==> config.mk <==
export PLATFORM = sky130hd
export DESIGN_NAME = capture_compare_unit
export DESIGN_NICKNAME = d
export VERILOG_FILES = /design/src/common/ccu_pkg.sv /design/src/ccu_word_bank.sv /design/src/capture_compare_unit.sv
export VERILOG_INCLUDE_DIRS = /design/src /design/src/common
export SDC_FILE = /design/constraint.sdc
export NUM_CORES = 2
export LEC_CHECK = 0
export BUFFER_PORTS_ARGS = -buffer_cell sky130_fd_sc_hd__buf_2
export CAP_MARGIN = 0
export CORE_UTILIZATION = 40
export DETAILED_ROUTE_END_ITERATION = 8
export GPL_TIMING_DRIVEN = 0
export SYNTH_ARGS = -nofsm -noshare
export SYNTH_HDL_FRONTEND = slang
export SYNTH_SLANG_ARGS = --single-unit
==> constraint.sdc <==
create_clock -name core_clk -period 4.1 [get_ports core_clk]
set_clock_uncertainty 0.15 [all_clocks]
set_input_delay 0.82 -clock core_clk [delete_from_list [all_inputs] [get_ports core_clk]]
set_output_delay 0.82 -clock core_clk [all_outputs]
set_load 0.05 [all_outputs]
==> src/common/ccu_map.svh <==
// Register offsets, field positions, reset values and timing counts of the
// capture/compare unit. Definitions only; included by bare name.
`ifndef CCU_MAP_SVH
`define CCU_MAP_SVH

`define CCU_WORD0 8'h00
`define CCU_TCNT0 8'h20
`define CCU_TREL0 8'h24
`define CCU_TCTL 8'h28
`define CCU_CFG0 8'h30
`define CCU_DBL 8'h38
`define CCU_REQ_LO 8'h3a
`define CCU_REQ_HI 8'h3b
`define CCU_TREQ 8'h3c
`define CCU_EN_LO 8'h3d
`define CCU_EN_HI 8'h3e
`define CCU_TEN 8'h3f

`define CCU_TCTL_SEL_W 3
`define CCU_TCTL_RUN 3
`define CCU_TCTL_STRIDE 4

`define CCU_RST_WORD 16'h0000
`define CCU_RST_CTL 16'h0000

`define CCU_RES_TCL 16
`define CCU_TCL_PS 5000
`define CCU_CLK_PS 10000
`define CCU_BASE_DIV ((`CCU_RES_TCL * `CCU_TCL_PS + `CCU_CLK_PS - 1) / `CCU_CLK_PS)

`endif

==> src/common/ccu_pkg.sv <==
// Types shared by the capture/compare unit and its test environment.
// Assumes the offsets and counts come from ccu_map.svh.
`default_nettype none
package ccu_pkg;
  typedef enum logic [2:0] {
    MODE_OFF = 3'b000,
    CAP_RISE = 3'b001,
    CAP_FALL = 3'b010,
    CAP_BOTH = 3'b011,
    CMP_INT = 3'b100,
    CMP_TOGGLE = 3'b101,
    CMP_INT_ONCE = 3'b110,
    CMP_SET_ONCE = 3'b111
  } ccu_mode_t;

  typedef enum logic [2:0] {
    PRE_8 = 3'b000,
    PRE_16 = 3'b001,
    PRE_32 = 3'b010,
    PRE_64 = 3'b011,
    PRE_128 = 3'b100,
    PRE_256 = 3'b101,
    SEL_GP = 3'b110,
    SEL_EXT = 3'b111
  } ccu_clk_sel_t;

  typedef struct packed {
    logic alloc;
    ccu_mode_t mode;
  } chan_cfg_t;

  typedef struct packed {
    logic wr;
    logic rd;
    logic [7:0] addr;
    logic [15:0] wdata;
  } ccu_bus_t;

  typedef struct packed {
    logic [31:0] out;
    logic [31:0] oe_n;
  } ccu_pins_t;

  typedef struct packed {
    logic [31:0] chan;
    logic [3:0] timer;
  } ccu_irq_t;
endpackage
`default_nettype wire

==> src/ccu_word_bank.sv <==
// Thirty-two 16-bit capture/compare words with a registered read port.
// Assumes one bus write at a time; captures may hit any words at once.
`timescale 1ns/10ps
`default_nettype none
`include "ccu_map.svh"
module ccu_word_bank (
  input wire logic core_clk,
  input wire logic rst_n,
  input wire logic clk_en,
  input wire logic wr_en,
  input wire logic [4:0] wr_idx,
  input wire logic [15:0] wr_data,
  input wire logic rd_en,
  input wire logic [4:0] rd_idx,
  input wire logic [31:0] cap_en,
  input wire logic [31:0][15:0] cap_val,
  output logic [15:0] rd_data,
  output logic [31:0][15:0] words
);
  logic [31:0][15:0] next_words;
  logic [15:0] next_rd;

  always_comb
  begin
    next_words = words;
    if (wr_en)
      next_words[wr_idx] = wr_data;
    for (int i = 0; i < 32; i++)
      if (cap_en[i])
        next_words[i] = cap_val[i];
    next_rd = rd_en ? words[rd_idx] : 16'h0000;
  end

  always_ff @(posedge core_clk or negedge rst_n)
  begin
    if (!rst_n)
    begin
      words <= {32{`CCU_RST_WORD}};
      rd_data <= 16'h0000;
    end
    else if (clk_en)
    begin
      words <= next_words;
      rd_data <= next_rd;
    end
  end
endmodule
`default_nettype wire

==> src/capture_compare_unit.sv <==
// Capture/compare unit: four 16-bit timers in two pairs, two arrays of
// sixteen channels. Assumes pins and strobes synchronous to core_clk.
//
// Overview of operation
// - Thirty-two channels, finest step sixteen timing units
// - Four reloadable timers, two pairs, two time bases
// - Timer clock: prescaled clock or gp overflow
// - First timer of pair counts external events
// - Sixteen channels per array, own timer, mode
// - Each channel one pin; 24-27 input only
// - Capture copies allocated timer on pin event
// - Every capture raises its channel request
// - Capture edge: rising, falling or both
// - Compare modes match timer, then act
// - Each source own request, enable, interrupt line
// - Mode 0 many, mode 2 one interrupt
// - Mode 1 toggles pin on every match
// - Mode 3 sets on match, clears on overflow
// - Paired registers toggle one shared pin
//
// The address map and strobed register access were chosen for this implementation.
`timescale 1ns/10ps
`default_nettype none
`include "ccu_map.svh"
module capture_compare_unit (
  input wire logic core_clk,
  input wire logic rst_n,
  input wire logic clk_en,
  input wire ccu_pkg::ccu_bus_t bus,
  output logic [15:0] rd_data,
  input wire logic [31:0] pin_in,
  input wire logic [1:0] ext_count,
  input wire logic gp_ovf,
  output ccu_pkg::ccu_pins_t pins,
  output ccu_pkg::ccu_irq_t irq
);
  import ccu_pkg::*;

  logic [3:0][15:0] tcnt, next_tcnt, trel, next_trel;
  logic [15:0] tctl, next_tctl;
  logic [7:0] pre, next_pre;
  logic [3:0] step, next_step, ovf, next_ovf, tick;
  logic [1:0] ext_prev;
  chan_cfg_t [31:0] cfg, next_cfg;
  logic [15:0] dbl, next_dbl;
  logic [31:0] pin_out, next_pin_out, done, next_done, pin_prev;
  logic [31:0] req, next_req, en, next_en;
  logic [3:0] treq, next_treq, ten, next_ten;
  logic [15:0] rd_q, next_rd_q, bank_rd;
  logic [31:0][15:0] words, cap_val;
  logic [31:0] cap_ev, hit, toggle, drive;

  function automatic logic prescale_tick(input logic [2:0] sel, input logic [7:0] cnt);
    logic [8:0] mask;
    mask = 9'(9'(`CCU_BASE_DIV) << sel) - 9'h001;
    return &(cnt | ~mask[7:0]);
  endfunction

  function automatic logic [1:0] timer_of(input int ch, input logic alloc);
    return {(ch >= 16), alloc};
  endfunction

  // Timers and prescaler
  always_comb
  begin
    next_tcnt = tcnt;
    next_trel = trel;
    next_tctl = tctl;
    next_pre = pre + 8'h01;
    next_step = 4'h0;
    next_ovf = 4'h0;
    for (int t = 0; t < 4; t++)
    begin
      if (tctl[4 * t +: 3] == SEL_GP)
        tick[t] = gp_ovf;
      else if (tctl[4 * t +: 3] == SEL_EXT)
        tick[t] = (t % 2 == 0) && ext_count[t / 2] && !ext_prev[t / 2];
      else
        tick[t] = prescale_tick(tctl[4 * t +: 3], pre);
      tick[t] = tick[t] && tctl[`CCU_TCTL_STRIDE * t + `CCU_TCTL_RUN] && clk_en;
      if (tick[t])
      begin
        next_step[t] = 1'b1;
        if (tcnt[t] == 16'hffff)
        begin
          next_tcnt[t] = trel[t];
          next_ovf[t] = 1'b1;
        end
        else
          next_tcnt[t] = tcnt[t] + 16'h0001;
      end
      // A software count write overrides a tick: no step, no overflow
      if (bus.wr && bus.addr == 8'(`CCU_TCNT0 + t))
      begin
        next_tcnt[t] = bus.wdata;
        next_step[t] = 1'b0;
        next_ovf[t] = 1'b0;
      end
      if (bus.wr && bus.addr == 8'(`CCU_TREL0 + t))
        next_trel[t] = bus.wdata;
    end
    if (bus.wr && bus.addr == `CCU_TCTL)
      next_tctl = bus.wdata;
  end

  always_ff @(posedge core_clk or negedge rst_n)
  begin
    if (!rst_n)
    begin
      tcnt <= '0;
      trel <= '0;
      tctl <= `CCU_RST_CTL;
      pre <= 8'h00;
      step <= 4'h0;
      ovf <= 4'h0;
      ext_prev <= 2'h0;
    end
    else if (clk_en)
    begin
      tcnt <= next_tcnt;
      trel <= next_trel;
      tctl <= next_tctl;
      pre <= next_pre;
      step <= next_step;
      ovf <= next_ovf;
      ext_prev <= ext_count;
    end
  end

  // Channel events: timer steps are seen in the same cycle as the new count
  always_comb
  begin
    for (int i = 0; i < 32; i++)
    begin
      cap_val[i] = tcnt[timer_of(i, cfg[i].alloc)];
      cap_ev[i] = !cfg[i].mode[2]
        && ((cfg[i].mode[0] && pin_in[i] && !pin_prev[i])
        || (cfg[i].mode[1] && !pin_in[i] && pin_prev[i]));
      hit[i] = cfg[i].mode[2] && step[timer_of(i, cfg[i].alloc)]
        && words[i] == cap_val[i] && !(cfg[i].mode[1] && done[i]);
      toggle[i] = hit[i] && cfg[i].mode == CMP_TOGGLE;
      drive[i] = (cfg[i].mode == CMP_TOGGLE || cfg[i].mode == CMP_SET_ONCE)
        && !(i >= 24 && i <= 27);
    end
    for (int p = 0; p < 16; p++)
    begin
      if (dbl[p] && cfg[(p / 8) * 16 + p % 8 + 8].mode == CMP_TOGGLE
          && cfg[(p / 8) * 16 + p % 8].mode == CMP_TOGGLE)
      begin
        toggle[(p / 8) * 16 + p % 8] = toggle[(p / 8) * 16 + p % 8]
          || toggle[(p / 8) * 16 + p % 8 + 8];
        toggle[(p / 8) * 16 + p % 8 + 8] = 1'b0;
        drive[(p / 8) * 16 + p % 8 + 8] = 1'b0;
      end
    end
  end

  // Channel configuration and pin state
  always_comb
  begin
    next_cfg = cfg;
    next_dbl = dbl;
    next_done = done;
    next_pin_out = pin_out;
    for (int i = 0; i < 32; i++)
    begin
      next_done[i] = (done[i] && !ovf[timer_of(i, cfg[i].alloc)])
        || (hit[i] && cfg[i].mode[1]);
      if (cfg[i].mode == CMP_SET_ONCE)
      begin
        if (hit[i])
          next_pin_out[i] = 1'b1;
        else if (ovf[timer_of(i, cfg[i].alloc)])
          next_pin_out[i] = 1'b0;
      end
      else if (toggle[i])
        next_pin_out[i] = !pin_out[i];
    end
    for (int r = 0; r < 8; r++)
      if (bus.wr && bus.addr == 8'(`CCU_CFG0 + r))
        next_cfg[4 * r +: 4] = bus.wdata;
    if (bus.wr && bus.addr == `CCU_DBL)
      next_dbl = bus.wdata;
  end

  always_ff @(posedge core_clk or negedge rst_n)
  begin
    if (!rst_n)
    begin
      cfg <= '0;
      dbl <= 16'h0000;
      done <= 32'h0000_0000;
      pin_out <= 32'h0000_0000;
      pin_prev <= 32'h0000_0000;
    end
    else if (clk_en)
    begin
      cfg <= next_cfg;
      dbl <= next_dbl;
      done <= next_done;
      pin_out <= next_pin_out;
      pin_prev <= pin_in;
    end
  end

  // Request and enable flags; a hardware set wins over a software clear
  always_comb
  begin
    next_req = req;
    next_en = en;
    next_treq = treq;
    next_ten = ten;
    if (bus.wr)
    begin
      case (bus.addr)
        `CCU_REQ_LO: next_req[15:0] = bus.wdata;
        `CCU_REQ_HI: next_req[31:16] = bus.wdata;
        `CCU_TREQ: next_treq = bus.wdata[3:0];
        `CCU_EN_LO: next_en[15:0] = bus.wdata;
        `CCU_EN_HI: next_en[31:16] = bus.wdata;
        `CCU_TEN: next_ten = bus.wdata[3:0];
        default: ;
      endcase
    end
    next_req = next_req | cap_ev | hit;
    next_treq = next_treq | ovf;
  end

  always_ff @(posedge core_clk or negedge rst_n)
  begin
    if (!rst_n)
    begin
      req <= 32'h0000_0000;
      en <= 32'h0000_0000;
      treq <= 4'h0;
      ten <= 4'h0;
    end
    else if (clk_en)
    begin
      req <= next_req;
      en <= next_en;
      treq <= next_treq;
      ten <= next_ten;
    end
  end

  // Read data for everything outside the word bank; zero when not read
  always_comb
  begin
    next_rd_q = 16'h0000;
    if (bus.rd)
    begin
      if (bus.addr[7:3] == 5'h04)
        next_rd_q = bus.addr[2] ? trel[bus.addr[1:0]] : tcnt[bus.addr[1:0]];
      for (int r = 0; r < 8; r++)
        if (bus.addr == 8'(`CCU_CFG0 + r))
          next_rd_q = cfg[4 * r +: 4];
      case (bus.addr)
        `CCU_TCTL: next_rd_q = tctl;
        `CCU_DBL: next_rd_q = dbl;
        `CCU_REQ_LO: next_rd_q = req[15:0];
        `CCU_REQ_HI: next_rd_q = req[31:16];
        `CCU_TREQ: next_rd_q = {12'h000, treq};
        `CCU_EN_LO: next_rd_q = en[15:0];
        `CCU_EN_HI: next_rd_q = en[31:16];
        `CCU_TEN: next_rd_q = {12'h000, ten};
        default: ;
      endcase
    end
  end

  always_ff @(posedge core_clk or negedge rst_n)
  begin
    if (!rst_n)
      rd_q <= 16'h0000;
    else if (clk_en)
      rd_q <= next_rd_q;
  end

  ccu_word_bank u_bank (
    .core_clk(core_clk),
    .rst_n(rst_n),
    .clk_en(clk_en),
    .wr_en(bus.wr && bus.addr < 8'h20),
    .wr_idx(bus.addr[4:0]),
    .wr_data(bus.wdata),
    .rd_en(bus.rd && bus.addr < 8'h20),
    .rd_idx(bus.addr[4:0]),
    .cap_en(cap_ev),
    .cap_val(cap_val),
    .rd_data(bank_rd),
    .words(words)
  );

  assign rd_data = bank_rd | rd_q;
  assign pins.out = pin_out;
  assign pins.oe_n = ~drive;
  assign irq.chan = req & en;
  assign irq.timer = treq & ten;
endmodule
`default_nettype wire

==> results.cfg <==
[outcome]
outcome = finished, violations left
violations = capacitance limit, slew limit, setup timing

[drt]
drtIter0Drc = 11200
wl_met2_um = 190000
vias = 72700
top_layer = met5
antenna_left = 0
wl_met1_um = 169000
firstDrtPassIters = 8
drcViolationCount = 0
drt-wirelength-per-cell_um = 46.2
viasPerCell = 7.05
wl_met3_um = 58800
wirelength_um = 476000

[clocking]
clock_latency_ns = 0.86
clk_pin_slew_worst_paths_ns = 0.06
clockRootBuffer = clkbuf_16
htree_levels = 4
cts.path.max_buffers = 3
numCtsBuffers = 136
cts_tree = done
numClockSinks = 1018

[layout]
final_cell_mix = dfrtp_1 (1,016), nand2_1 (812), nor2_1 (721)
final_common_cell = dfrtp_1
fin_nets = 7916
area_growth_pct = 14.1
register_area_mm2 = 0.0255
fin_util_pct = 45.9
fillCellCount = 16900
multi_input_area_mm2 = 0.0406
drive_above_1_share_pct = 17.0

[die]
dieHeight_um = 417
rows = 152
die_w_um = 417
start_util_pct = 40.2
ios = 180
core-area_mm2 = 0.172
dieArea_mm2 = 0.174

[global_route]
grt_antenna_before_repair = 70
overflow = 0
grt_pass1_wl_um = 621000
grt_max_degree = 162
grt_use_total_pct = 53.3
grt_pass1_vias = 66300

[critical_path]
cp_data_required_time_ns = 4.66
path_cells = buf_2, clkbuf_1, clkinv_4, clkbuf_1, clkbuf_1, clkbuf_1, o2bb2ai_1
worst-path-buf-inv = 6
start_kind = input port
path_max_fanout = 10
slowest_delay_ns = 0.80
crit_type = in -> reg
cp-end-kind = flop
arrival_ns = 4.88
path_delay_family = buffers and inverters
crit_slowest_cell = clkbuf_1
cp_common_cell = clkbuf_1

[logic_synthesis]
synth_cell_types = 91
syn_area_mm2 = 0.0690
synth_edf_count = 0
synth_flop_cell = dfrtp_1
synth_area_per_cell_um2 = 9.19
ys_ff_latch = 1018
yosysWarnings = 0
ys_seq_area_share_pct = 36.9
async_reset_ff_share_pct = 100
postSynthCellCount = 7509

[worst_hold_path]
hold_class = in -> reg

[pwr]
powerDensity_mw_per_mm2 = 343
ir_drop_uv = 419
p_leak_uw = 0.0299

[sta]
period_share_pct = 105
drv_slew = 204
final-hold-violation-count = 0
fin_ws_ns = -0.222
max_slew_margin_pct = -13.5
rsz0062_at_grt = no
setup_viol = 64
whs_ns = 0.0630
fmax_mhz = 231
tightestPinTransition_ns = 1.69
fin_crit_ns = 4.32

[placement]
gp_congestion = 1.13
port_buffers = 157
dpl.hpwl_um = 355000

[flow_run]
cap_violations = 22
## cell families (layout without fill, tap and decap cells)
kind of cell / after synthesis / after routing / synth area share, %
buffers and inverters: 811 / 1250 / 4.86
multiplexers: 1077 / 1077 / 19.7
other: 1 / 46 / 0.00543
XOR/XNOR: 554 / 554 / 7.03
flip-flops: 1018 / 1018 / 36.9
AND/OR/NAND/NOR: 2254 / 2254 / 15.2
AO/OA/AOI/OAI: 1785 / 1785 / 16.1
adder cells (fa/ha/maj): 9 / 9 / 0.163
## final cells by class
| class | instances | area share, % |
|---|---|---|
| multi-input cells | 5683 | 51.5 |
| flip-flops and latches | 1018 | 32.3 |
| clock buffers | 194 | 4.93 |
| plain buffers | 744 | 4.38 |
| well taps | 2310 | 3.67 |
| repair buffers | 199 | 1.84 |
| clock inverters | 52 | 0.948 |
| inverters | 61 | 0.297 |
| diodes | 42 | 0.133 |
## report_power, final
part | leakage [µW] | internal (µW) | total (µW) | switching (µW)
Clock | 0.00228 | 7320 | 12900 | 5590
Combinational | 0.0137 | 890 | 3510 | 2620
Sequential | 0.0139 | 10300 | 10600 | 337
Total | 0.0299 | 18500 | 27000 | 8550
## final timing paths
| check | from | to | slack [ns] | cells past startpoint |
|---|---|---|---|---|
| worst max-delay path | clk_en | ovf[1] | -0.22 | 7 |
| worst min-delay path | ext_count[1] | ext_prev[1] | 0.06 | 2 |
| worst max register to register | tcnt[29] | pin_out[2] | -0.22 | 9 |
| worst min register to register | done[0] | done[0] | 0.32 | 2 |
| max in group asynchronous | rst_n | u_bank.words[503] | 1.31 | 4 |
| min in group asynchronous | rst_n | cfg[31] | 0.42 | 2 |
## flip-flops by register name, indices dropped and copies added (netlist names), 32 cells and up
name and count:
cfg 128, u_bank.words 512, req 32, done 32, en 32, tcnt 64, pin_out 32, trel 64
pin_prev 32
## per-layer routing
layer	track usage (%)	vias up
met5	0.556	-
met4	52.1	18
met3	18.1	1915
met2	73.9	6330
met1	63.4	36400
li1	-	28000
## per-stage QoR
step                      total power [µW]  cells  TNS, ns  setup WS (ns)  area [µm²]
final                                27000  10300    -6.55         -0.222       78800
after global placement               14000   9979        -         -22.35       72700
after floorplan                      12200   7512        0           1.06       69000
after global routing                 27300  10300        0        0.00337       78700
after CTS                            26700  10300        0        0.00979       78600
after detailed placement             14000  10000  -340.20          -1.73       73400
## synth_stat cells (all sizes together), types with 74 or more instances
cell type,n,share of area (%)
buf,230,1.7
o21ai,675,4.9
nor2,734,4.1
a31oi,535,4.8
nand3b,74,0.80
a21oi,126,0.91
mux4,192,6.3
nor4,132,1.4
mux2,340,5.5
mux2i,545,7.9
dfrtp,1018,37
nor3,104,0.86
nand3,115,0.85
xor2,138,1.8
nand2,812,4.4
xnor2,416,5.3
clkbuf,520,2.8
## what timing repair did
item                       4_1_cts  5_1_grt
resized for setup              162       59
hold buffers                     1        0
hold endpoints to repair        85        0
pin swaps                        6        3
setup endpoints to repair      201       61
setup buffers                    6        4
Power figures use the tool's default switching activity.
